### src/rtl/dac_pkg.sv
// shared constants for the dual converter output control block
package dac_pkg;

  // ---------------------------------------------------------------
  // widths and pipeline shape
  // ---------------------------------------------------------------
  localparam int CODE_W = 12;
  localparam int PIPE_DEPTH = 6;
  localparam int FIFO_DEPTH = 4;
  localparam int FIFO_W = 2 * CODE_W;
  localparam int SYNC_W = 5;

  // ---------------------------------------------------------------
  // register byte offsets
  // ---------------------------------------------------------------
  localparam logic [7:0] OFS_CTRL = 8'h00;
  localparam logic [7:0] OFS_STATUS = 8'h04;
  localparam logic [7:0] OFS_FIFO = 8'h08;
  localparam logic [7:0] OFS_RECOVERY = 8'h0C;
  localparam logic [7:0] OFS_COUNT = 8'h10;

  // ---------------------------------------------------------------
  // field positions
  // ---------------------------------------------------------------
  localparam int CTRL_CAPTURE = 0;
  localparam int CTRL_SOFT_PD = 1;
  localparam int ST_POWERED_DOWN = 0;
  localparam int ST_RECOVERING = 1;
  localparam int ST_FORMAT = 2;
  localparam int ST_FIRST_ON = 3;
  localparam int ST_SECOND_ON = 4;
  localparam int ST_FIFO_EMPTY = 5;
  localparam int ST_OVERRUN = 6;
  localparam int ST_SETTLING = 7;
  localparam int ST_CLK_STALL = 8;

  // ---------------------------------------------------------------
  // reset values and timing
  // ---------------------------------------------------------------
  localparam logic [1:0] CTRL_RESET = 2'h0;
  localparam logic [15:0] RECOVERY_RESET = 16'h0040;
  localparam logic [3:0] FORMAT_SETTLE = 4'h6;
  localparam int PCLK_PERIOD_NS = 20;
  localparam int MIN_SAMPLE_RATE_HZ = 100000;
  localparam int MAX_SAMPLE_PERIOD_NS = 1000000000 / MIN_SAMPLE_RATE_HZ;
  localparam int STALL_CYCLES = (MAX_SAMPLE_PERIOD_NS + PCLK_PERIOD_NS - 1) / PCLK_PERIOD_NS;

endpackage

### src/rtl/dac_fifo.sv
// small synchronous fifo with valid/ready on both sides
`timescale 1ns/1ps
module dac_fifo
  import dac_pkg::*;
#(
  parameter int WIDTH = FIFO_W,
  parameter int DEPTH = FIFO_DEPTH
)
(
  input wire logic pclk, // bus clock
  input wire logic presetn, // async reset, active low
  input wire logic [WIDTH-1:0] in_data, // word to store
  input wire logic in_valid, // word offered
  output logic in_ready, // room for a word
  output logic [WIDTH-1:0] out_data, // oldest word
  output logic out_valid, // a word is held
  input wire logic out_ready // consumer takes the word
);

  localparam int AW = (DEPTH > 1) ? $clog2(DEPTH) : 1;

  initial
  begin
    if (DEPTH < 2 || (DEPTH & (DEPTH - 1)) != 0 || WIDTH < 1)
      $error("dac_fifo: DEPTH must be a power of two >= 2");
  end

  logic [WIDTH-1:0] mem [DEPTH];
  logic [AW-1:0] wr_ptr_reg;
  logic [AW-1:0] rd_ptr_reg;
  logic [AW:0] count_reg;
  logic push;
  logic pop;

  // honest full and empty straight from the occupancy count
  assign in_ready = (count_reg != (AW + 1)'(DEPTH));
  assign out_valid = (count_reg != '0);
  assign out_data = mem[rd_ptr_reg];
  assign push = in_valid && in_ready;
  assign pop = out_valid && out_ready;

  // storage has no reset; only words below the count are ever read
  always_ff @(posedge pclk)
  begin
    if (push)
      mem[wr_ptr_reg] <= in_data;
  end

  // pointers and occupancy
  always_ff @(posedge pclk or negedge presetn)
  begin
    if (!presetn)
    begin
      wr_ptr_reg <= '0;
      rd_ptr_reg <= '0;
      count_reg <= '0;
    end
    else
    begin
      if (push)
        wr_ptr_reg <= wr_ptr_reg + 1'b1;
      if (pop)
        rd_ptr_reg <= rd_ptr_reg + 1'b1;
      if (push && !pop)
        count_reg <= count_reg + 1'b1;
      else if (pop && !push)
        count_reg <= count_reg - 1'b1;
    end
  end

endmodule

### src/rtl/dac_pipe.sv
// fixed latency sample pipeline with valid tag and flush
`timescale 1ns/1ps
module dac_pipe
  import dac_pkg::*;
#(
  parameter int WIDTH = CODE_W,
  parameter int DEPTH = PIPE_DEPTH
)
(
  input wire logic pclk, // bus clock
  input wire logic presetn, // async reset, active low
  input wire logic advance, // one sample period elapsed
  input wire logic flush, // throw away every held sample
  input wire logic [WIDTH-1:0] din, // code entering the pipe
  input wire logic din_valid, // entering code is usable
  output logic [WIDTH-1:0] dout, // code leaving the pipe
  output logic dout_valid // leaving code is usable
);

  initial
  begin
    if (DEPTH < 1 || WIDTH < 1)
      $error("dac_pipe: DEPTH and WIDTH must be at least one");
  end

  logic [WIDTH-1:0] data_reg [DEPTH+1];
  logic [DEPTH:0] valid_reg;

  assign data_reg[0] = din;
  assign valid_reg[0] = din_valid;
  assign dout = data_reg[DEPTH];
  assign dout_valid = valid_reg[DEPTH];

  // one stage per sample period; a flush zeroes data and tags
  genvar g;
  generate
    for (g = 1; g <= DEPTH; g++)
    begin : g_stage
      always_ff @(posedge pclk or negedge presetn)
      begin
        if (!presetn)
        begin
          data_reg[g] <= '0;
          valid_reg[g] <= 1'b0;
        end
        else if (flush)
        begin
          data_reg[g] <= '0;
          valid_reg[g] <= 1'b0;
        end
        else if (advance)
        begin
          data_reg[g] <= data_reg[g-1];
          valid_reg[g] <= valid_reg[g-1];
        end
      end
    end
  endgenerate

endmodule

### src/rtl/dac_ctrl.sv
// output control for a dual pipelined converter, with apb status and capture
//
// Behaviour
// - each converter takes a sample on every rising edge of the sample clock
// - enable low drives that converter's bus, enable high floats it
// - both converters keep converting whatever their enables say
// - power-down high holds a low-power state with no usable results
// - during power-down outputs are undefined and the pipeline contents are lost
// - format select low gives offset binary, high gives two's complement
// - samples are valid only while enable and power-down are both low
// - mid-scale is 800 offset binary, zero two's complement; only msb differs
`timescale 1ns/1ps
module dac_ctrl
  import dac_pkg::*;
#(
  parameter int WIDTH = CODE_W,
  parameter int LATENCY = PIPE_DEPTH,
  parameter int BUF_DEPTH = FIFO_DEPTH,
  parameter int STALL_LIMIT = STALL_CYCLES
)
(
  input wire logic pclk, // bus and logic clock
  input wire logic presetn, // async reset, active low
  input wire logic psel, // apb select
  input wire logic penable, // apb access phase
  input wire logic pwrite, // apb direction
  input wire logic [7:0] paddr, // apb byte address
  input wire logic [31:0] pwdata, // apb write data
  output logic [31:0] prdata, // apb read data
  output logic pready, // apb ready
  output logic pslverr, // apb error for unmapped address
  input wire logic sample_clk, // sample clock pin
  input wire logic output_enable_first_n, // first bus enable pin, active low
  input wire logic output_enable_second_n, // second bus enable pin, active low
  input wire logic power_down_input, // power-down pin, active high
  input wire logic output_format_select, // format pin, high for two's complement
  input wire logic [WIDTH-1:0] core_first_code, // raw code of first core
  input wire logic [WIDTH-1:0] core_second_code, // raw code of second core
  output logic [WIDTH-1:0] data_first_out, // first output bus level
  output logic data_first_oe, // first bus driven when high
  output logic [WIDTH-1:0] data_second_out, // second output bus level
  output logic data_second_oe, // second bus driven when high
  output logic sample_first_valid, // first bus holds a usable sample
  output logic sample_second_valid, // second bus holds a usable sample
  output logic low_power // converter cores held in power-down
);

  initial
  begin
    if (WIDTH < 2 || WIDTH > 16 || LATENCY < 1 || BUF_DEPTH < 2 || STALL_LIMIT < 4)
      $error("dac_ctrl: unsupported parameter value");
  end

  // ---------------------------------------------------------------
  // pin synchronisers
  // ---------------------------------------------------------------
  logic [SYNC_W-1:0] pin_raw;
  logic [SYNC_W-1:0] sync1_reg;
  logic [SYNC_W-1:0] sync2_reg;
  logic clk_last_reg;

  assign pin_raw = {output_format_select, power_down_input, output_enable_second_n,
                    output_enable_first_n, sample_clk};

  // first stage is read only by the second stage
  genvar s;
  generate
    for (s = 0; s < SYNC_W; s++)
    begin : g_sync
      always_ff @(posedge pclk or negedge presetn)
      begin
        if (!presetn)
        begin
          sync1_reg[s] <= 1'b0;
          sync2_reg[s] <= 1'b0;
        end
        else
        begin
          sync1_reg[s] <= pin_raw[s];
          sync2_reg[s] <= sync1_reg[s];
        end
      end
    end
  endgenerate

  logic oe_first_n_s;
  logic oe_second_n_s;
  logic pd_pin_s;
  logic fmt_s;
  logic sample_strobe;

  assign oe_first_n_s = sync2_reg[1];
  assign oe_second_n_s = sync2_reg[2];
  assign pd_pin_s = sync2_reg[3];
  assign fmt_s = sync2_reg[4];

  // sample clock edge detect; a clock above half of pclk cannot be followed
  always_ff @(posedge pclk or negedge presetn)
  begin
    if (!presetn)
      clk_last_reg <= 1'b0;
    else
      clk_last_reg <= sync2_reg[0];
  end

  assign sample_strobe = sync2_reg[0] && !clk_last_reg;

  // ---------------------------------------------------------------
  // control register and power state
  // ---------------------------------------------------------------
  logic [1:0] ctrl_reg;
  logic [15:0] recovery_reg;
  logic pd_active;

  assign pd_active = pd_pin_s || ctrl_reg[CTRL_SOFT_PD];
  assign low_power = pd_active;

  // power state machine
  typedef enum logic [1:0]
  {
    PS_RUN = 2'b00,
    PS_DOWN = 2'b01,
    PS_RECOVER = 2'b10
  } dac_pstate_t;

  dac_pstate_t pstate_reg;
  logic [15:0] rec_cnt_reg;

  // recovery counts sample periods, since the bypass charge is restored per clock
  always_ff @(posedge pclk or negedge presetn)
  begin
    if (!presetn)
    begin
      pstate_reg <= PS_RUN;
      rec_cnt_reg <= '0;
    end
    else
    begin
      unique case (pstate_reg)
        PS_RUN:
        begin
          if (pd_active)
            pstate_reg <= PS_DOWN;
        end
        PS_DOWN:
        begin
          rec_cnt_reg <= recovery_reg;
          if (!pd_active)
            pstate_reg <= PS_RECOVER;
        end
        PS_RECOVER:
        begin
          if (pd_active)
            pstate_reg <= PS_DOWN;
          else if (rec_cnt_reg == '0)
            pstate_reg <= PS_RUN;
          else if (sample_strobe)
            rec_cnt_reg <= rec_cnt_reg - 1'b1;
        end
        default:
          pstate_reg <= PS_RUN;
      endcase
    end
  end

  // ---------------------------------------------------------------
  // sample clock watchdog and format settle
  // ---------------------------------------------------------------
  localparam int SW = $clog2(STALL_LIMIT + 1);
  logic [SW-1:0] stall_cnt_reg;
  logic clk_stalled;

  // a missing sample clock lets held charge decay, so the pipe is discarded
  always_ff @(posedge pclk or negedge presetn)
  begin
    if (!presetn)
      stall_cnt_reg <= '0;
    else if (sample_strobe)
      stall_cnt_reg <= '0;
    else if (stall_cnt_reg != SW'(STALL_LIMIT))
      stall_cnt_reg <= stall_cnt_reg + 1'b1;
  end

  assign clk_stalled = (stall_cnt_reg == SW'(STALL_LIMIT));

  logic fmt_last_reg;
  logic [3:0] settle_reg;

  // codes entering under the new format are tagged unusable until the old ones have drained
  always_ff @(posedge pclk or negedge presetn)
  begin
    if (!presetn)
    begin
      fmt_last_reg <= 1'b0;
      settle_reg <= '0;
    end
    else
    begin
      fmt_last_reg <= fmt_s;
      if (fmt_s != fmt_last_reg)
        settle_reg <= FORMAT_SETTLE;
      else if (sample_strobe && settle_reg != '0)
        settle_reg <= settle_reg - 1'b1;
    end
  end

  // ---------------------------------------------------------------
  // conversion pipelines
  // ---------------------------------------------------------------
  // format is one inverted msb on the offset binary core code
  function automatic logic [WIDTH-1:0] apply_format(input logic [WIDTH-1:0] code,
                                                    input logic twos);
    apply_format = {code[WIDTH-1] ^ twos, code[WIDTH-2:0]};
  endfunction

  logic pipe_flush;
  logic in_valid;
  logic [WIDTH-1:0] first_q;
  logic [WIDTH-1:0] second_q;
  logic first_q_valid;
  logic second_q_valid;

  // power-down corrupts the pipeline; recovery samples enter tagged unusable
  assign pipe_flush = pd_active || clk_stalled;
  assign in_valid = (pstate_reg == PS_RUN) && (settle_reg == '0);

  // both run whatever the enables say
  dac_pipe #(.WIDTH(WIDTH), .DEPTH(LATENCY)) u_pipe_first
  (
    .pclk(pclk),
    .presetn(presetn),
    .advance(sample_strobe),
    .flush(pipe_flush),
    .din(apply_format(core_first_code, fmt_s)),
    .din_valid(in_valid),
    .dout(first_q),
    .dout_valid(first_q_valid)
  );

  dac_pipe #(.WIDTH(WIDTH), .DEPTH(LATENCY)) u_pipe_second
  (
    .pclk(pclk),
    .presetn(presetn),
    .advance(sample_strobe),
    .flush(pipe_flush),
    .din(apply_format(core_second_code, fmt_s)),
    .din_valid(in_valid),
    .dout(second_q),
    .dout_valid(second_q_valid)
  );

  // separate buses, each changing only on a sample strobe or a flush
  assign data_first_out = first_q;
  assign data_second_out = second_q;
  assign data_first_oe = !oe_first_n_s;
  assign data_second_oe = !oe_second_n_s;
  assign sample_first_valid = first_q_valid && !oe_first_n_s && !pd_active;
  assign sample_second_valid = second_q_valid && !oe_second_n_s && !pd_active;

  // ---------------------------------------------------------------
  // capture fifo for software readback
  // ---------------------------------------------------------------
  logic cap_valid;
  logic cap_ready;
  logic [FIFO_W-1:0] fifo_q;
  logic fifo_q_valid;
  logic fifo_pop;
  logic out_step_reg;
  logic overrun_reg;
  logic [31:0] count_reg;

  // a new output pair appears one cycle after the strobe
  always_ff @(posedge pclk or negedge presetn)
  begin
    if (!presetn)
      out_step_reg <= 1'b0;
    else
      out_step_reg <= sample_strobe && !pipe_flush;
  end

  assign cap_valid = out_step_reg && ctrl_reg[CTRL_CAPTURE] && first_q_valid;

  dac_fifo #(.WIDTH(FIFO_W), .DEPTH(BUF_DEPTH)) u_fifo
  (
    .pclk(pclk),
    .presetn(presetn),
    .in_data({(CODE_W)'(second_q), (CODE_W)'(first_q)}),
    .in_valid(cap_valid),
    .in_ready(cap_ready),
    .out_data(fifo_q),
    .out_valid(fifo_q_valid),
    .out_ready(fifo_pop)
  );

  // ---------------------------------------------------------------
  // apb slave
  // ---------------------------------------------------------------
  logic acc;
  logic wr;
  logic rd;
  logic hit;
  logic [31:0] status_word;

  assign acc = psel && penable;
  assign wr = acc && pwrite;
  assign rd = acc && !pwrite;
  assign hit = (paddr == OFS_CTRL) || (paddr == OFS_STATUS) || (paddr == OFS_FIFO) ||
               (paddr == OFS_RECOVERY) || (paddr == OFS_COUNT);
  assign pready = 1'b1; // zero wait states
  assign pslverr = acc && !hit;
  assign fifo_pop = rd && (paddr == OFS_FIFO);

  // writable control state
  always_ff @(posedge pclk or negedge presetn)
  begin
    if (!presetn)
    begin
      ctrl_reg <= CTRL_RESET;
      recovery_reg <= RECOVERY_RESET;
    end
    else if (wr)
    begin
      if (paddr == OFS_CTRL)
        ctrl_reg <= pwdata[1:0];
      if (paddr == OFS_RECOVERY)
        recovery_reg <= pwdata[15:0];
    end
  end

  // overrun is sticky, cleared by writing one; a new drop in that cycle wins
  always_ff @(posedge pclk or negedge presetn)
  begin
    if (!presetn)
      overrun_reg <= 1'b0;
    else if (cap_valid && !cap_ready)
      overrun_reg <= 1'b1;
    else if (wr && paddr == OFS_STATUS && pwdata[ST_OVERRUN])
      overrun_reg <= 1'b0;
  end

  // delivered sample counter, free running and wrapping
  always_ff @(posedge pclk or negedge presetn)
  begin
    if (!presetn)
      count_reg <= '0;
    else if (out_step_reg && first_q_valid)
      count_reg <= count_reg + 1'b1;
  end

  always_comb
  begin
    status_word = '0;
    status_word[ST_POWERED_DOWN] = pd_active;
    status_word[ST_RECOVERING] = (pstate_reg == PS_RECOVER);
    status_word[ST_FORMAT] = fmt_s;
    status_word[ST_FIRST_ON] = !oe_first_n_s;
    status_word[ST_SECOND_ON] = !oe_second_n_s;
    status_word[ST_FIFO_EMPTY] = !fifo_q_valid;
    status_word[ST_OVERRUN] = overrun_reg;
    status_word[ST_SETTLING] = (settle_reg != '0);
    status_word[ST_CLK_STALL] = clk_stalled;
  end

  // read data is driven only in the access phase of a read
  always_comb
  begin
    prdata = '0;
    if (rd)
    begin
      unique case (paddr)
        OFS_CTRL: prdata = {30'h0, ctrl_reg};
        OFS_STATUS: prdata = status_word;
        OFS_FIFO: prdata = fifo_q_valid ? {8'h00, fifo_q} : 32'h0000_0000;
        OFS_RECOVERY: prdata = {16'h0000, recovery_reg};
        OFS_COUNT: prdata = count_reg;
        default: prdata = 32'h0000_0000;
      endcase
    end
  end

endmodule

### config.mk
export PLATFORM = sky130hd
export DESIGN_NAME = dac_ctrl
export DESIGN_NICKNAME = d
export VERILOG_FILES = /design/src/rtl/dac_pkg.sv /design/src/rtl/dac_fifo.sv /design/src/rtl/dac_pipe.sv /design/src/rtl/dac_ctrl.sv
export SDC_FILE = /design/constraint.sdc
export NUM_CORES = 1
export LEC_CHECK = 0
export ABC_AREA = 1
export BUFFER_PORTS_ARGS = -buffer_cell sky130_fd_sc_hd__buf_4
export CELL_PAD_IN_SITES_DETAIL_PLACEMENT = 0
export CELL_PAD_IN_SITES_GLOBAL_PLACEMENT = 1
export CORE_MARGIN = 2
export CORE_UTILIZATION = 48
export CTS_BUF_LIST = sky130_fd_sc_hd__clkbuf_4
export DETAILED_ROUTE_END_ITERATION = 8
export PLACE_DENSITY = 0.86
export SYNTH_ARGS = -nofsm -noshare
export SYNTH_HDL_FRONTEND = slang
export SYNTH_SLANG_ARGS = --single-unit
### constraint.sdc
create_clock -name pclk -period 3 [get_ports pclk]
set_input_delay 0.6 -clock pclk [delete_from_list [all_inputs] [get_ports pclk]]
set_output_delay 0.6 -clock pclk [all_outputs]
set_load 0.005 [all_outputs]
==> summary.txt <==
Status: complete, no violations
Cell area after placement: 16680 µm²
I/O Pins: 137
Clock Power Share: 40.2%
Fmax: 352.1 MHz
Hold Path Sink: u_pipe_second.data_reg[61]
Min-Delay Path Depth: 3
Most frequent CP cell: nor2_1
Seq pwr share: 50.4%
Filler instances: 2875
Slew margin rel.: 42.79%
Port bufs: 119
Crit end category: primary output
Initial antenna violation count: 1
Tot GR Track Use: 22.36%
R2R Path Start: stall_cnt_reg[0]
R2R depth: 7
Hold Fails Final Rpt: 0
Routed vias: 11853
First-pass GRT wire length: 59770 µm
Mapped Cells: 1707
Syn. warnings: 0
Period utilization: 94.66%
DRT Wirelength: 36270 µm
Initial Util: 48.94%
Clk slew on worst S/H paths: 60 ps
GRT Residual Overflow: 0
Final min period: 2840 ps
Max reg flops: 96
Total area of sequential cells: 9190 µm²
Reg2reg end: u_pipe_second.data_reg[47]
Vias per cell: 5.087
Final HPWL DP: 23830 µm
CTS buffer count: 90
Delay-heaviest family, CP: simple AND/OR/NAND/NOR gates
Startpoint Class: register
Total Nets Final: 1950
Leading area contributor after synthesis: dfrtp_1
Unrepaired setup endpoints after global routing: no
Wire per inst: 15.57 µm
Die footprint: 33710 µm²
CTS root buffer: clkbuf_4
DRT iter0 DRCs: 797
Crit Path Max Fanout: 10
Leading post-synthesis cells by cell area: dfrtp_1, edfxtp_1, nand2_1
Die W: 183.6 µm
Design area: 18010 µm²
Bufs and invs on worst path: 3
Top FF cell, synth: dfrtp_1
Final Slew Violations: 0
Drc violations: 0
Syn avg cell area: 9.071 µm²
Reg-to-reg setup timing slack: 740 ps
Initial DRT Pass Iterations: 5
Post-synth top area share: 40.57%
CTS tree: built
Crit-path cells: nor3_2 > inv_1 > nand2_2 > buf_4 > nor2_1 > nor2_1 > nor2_1 > buf_4
Post-Synthesis Cell Area: 15480 µm²
Num rows: 65
Max cap viols: 0
Post-Syn Nets: 1793
Clock sink count: 348
CTS max path bufs: 3
CP max stage cell: dfrtp_1
Seq cells post-synth: 348
Number of global-route vias before repair: 11861
Number of routed nets with antenna violations: 0
Layout cell share with drive strength beyond 1: 17.90%
Endpoints failing setup: 0
P&R area growth vs syn: 16.30%
Largest net degree at the start of global routing: 92
Setup Crit Path Kind: register to primary output
Clk_lat worst skew: 720 ps
Sw Ratio: 25.89%
HP Class: primary input to register
CP required: 2400 ps
Pwr dens: 560.0 nW/µm²
Psw: 0.002611 W
Sequential fraction of the synthesis area: 59.35%
FFs w/ async S/R, synth: 72.41%
Final cell utilization of the core: 56.92%
Gate power share: 9.4%
Min-delay src: core_second_code[1]
CP max stage delay: 440 ps
Leak: 8.197 nW
Clock Skew: 42.79 ps
PnR Total Power: 0.01008 W
Min Hold Slack: 76.84 ps
Most frequent cells in the layout: nand2_1, dfrtp_1, inv_1
EDFF count, synth: 96
Commonest non-fill, non-tap cell in the layout: nand2_1
Maximum vdd drop: 0.2693 mV
Core ar.: 31640 µm²
Height of the die: 183.6 µm
Gpl congestion: 0.8743
# H-tree levels: 3
Multi-input logic area: 5067 µm²
Yosys cell types: 44
Final setup TNS: 0 ps
P_int: 0.007474 W
Worst-margin pin slew: 858.2 ps
Arr. time, crit path: 2240 ps
-- layout make-up --
cell class | instances | area share (%)
inverters | 202 | 4.238
multi-input cells | 1062 | 28.14
clock buffers | 139 | 5.795
diodes | 1 | 0.01390
repair buffers | 160 | 7.400
well taps | 402 | 2.793
flip-flops and latches | 348 | 51.04
clock inverters | 16 | 0.5837
-- metal layers --
layer / GRT usage (%) / share of wire [%] / up-vias / wire (µm)
li1: - / - / 5857 / -
met1: 30.42 / 46 / 5632 / 16770
met2: 36.02 / 47 / 293 / 16940
met3: 3.803 / 4.7 / 71 / 1714
met4: 8.768 / 2.3 / 0 / 843
met5: 0 / 0 / - / 0
-- through the flow --
stage / setup WS (ps) / cells
after floorplan: 657.8 / 1707
after CTS: 30.36 / 2328
final: 160.1 / 2330
after global routing: 8.340 / 2330
after detailed placement: 278.7 / 2164
after global placement: 307.2 / 2164
-- worst max path at each step --
stage | start | to | cells past startpoint
4_1_cts | u_fifo.rd_ptr_reg[0] | prdata[5] | 8
3_3_place_gp | paddr[7] | prdata[1] | 10
5_1_grt | u_fifo.count_reg[0] | prdata[7] | 8
6_report | u_fifo.count_reg[0] | prdata[7] | 8
2_1_floorplan | paddr[7] | u_fifo.count_reg[1] | 10
3_5_place_dp | paddr[7] | u_fifo.count_reg[1] | 11
-- synthesized netlist by cell type, types with 20 or more instances --
library cell    n
nand2_1       366
dfrtp_1       251
inv_1         196
nor2_1        192
nand3_1       174
o21ai_0       123
edfxtp_1       96
o22ai_1        48
clkbuf_1       37
buf_4          31
buf_2          24
a21oi_1        23
o21ai_1        22
xor2_1         22
nor3_1         20
-- worst register-to-register path: stages (launching register included) --
cell and delay, ps:
dfrtp_1 380, inv_1 120, ha_1 190, and3_1 180, nand3_1 190, nand2_2 130, buf_4 680, o21ai_0 220
-- power groups by stage --
stage,sequential (W),combinational (W),clock [W]
2_1_floorplan,0.00514,0.000625,0
3_3_place_gp,0.00517,0.000907,0
3_5_place_dp,0.00517,0.000932,0
4_1_cts,0.00508,0.000944,0.00419
5_1_grt,0.00510,0.00108,0.00442
6_report,0.00508,0.000946,0.00406
-- kinds of logic after synthesis --
logic type                 after synthesis  synth area share, %
and+or+nand+nor                        791                21.60
DFF                                    348                59.35
buffers and inverters                  297                8.250
AOI/OAI and AO/OA                      223                7.709
xor gates and xnor gates                34                1.972
adders and majority gates               12                1.018
other                                    1              0.02422
muxes                                    1              0.07272
-- repair_timing --
action / in CTS / in global routing
endpoints found under the setup margin: 17 / 20
hold buffers: 6 / 0
gates resized for setup: 5 / 15
setup buffers: 3 / 0
endpoints found under the hold margin: 71 / 0
gates cloned: 0 / 1
(Power assumes the default switching activity.)
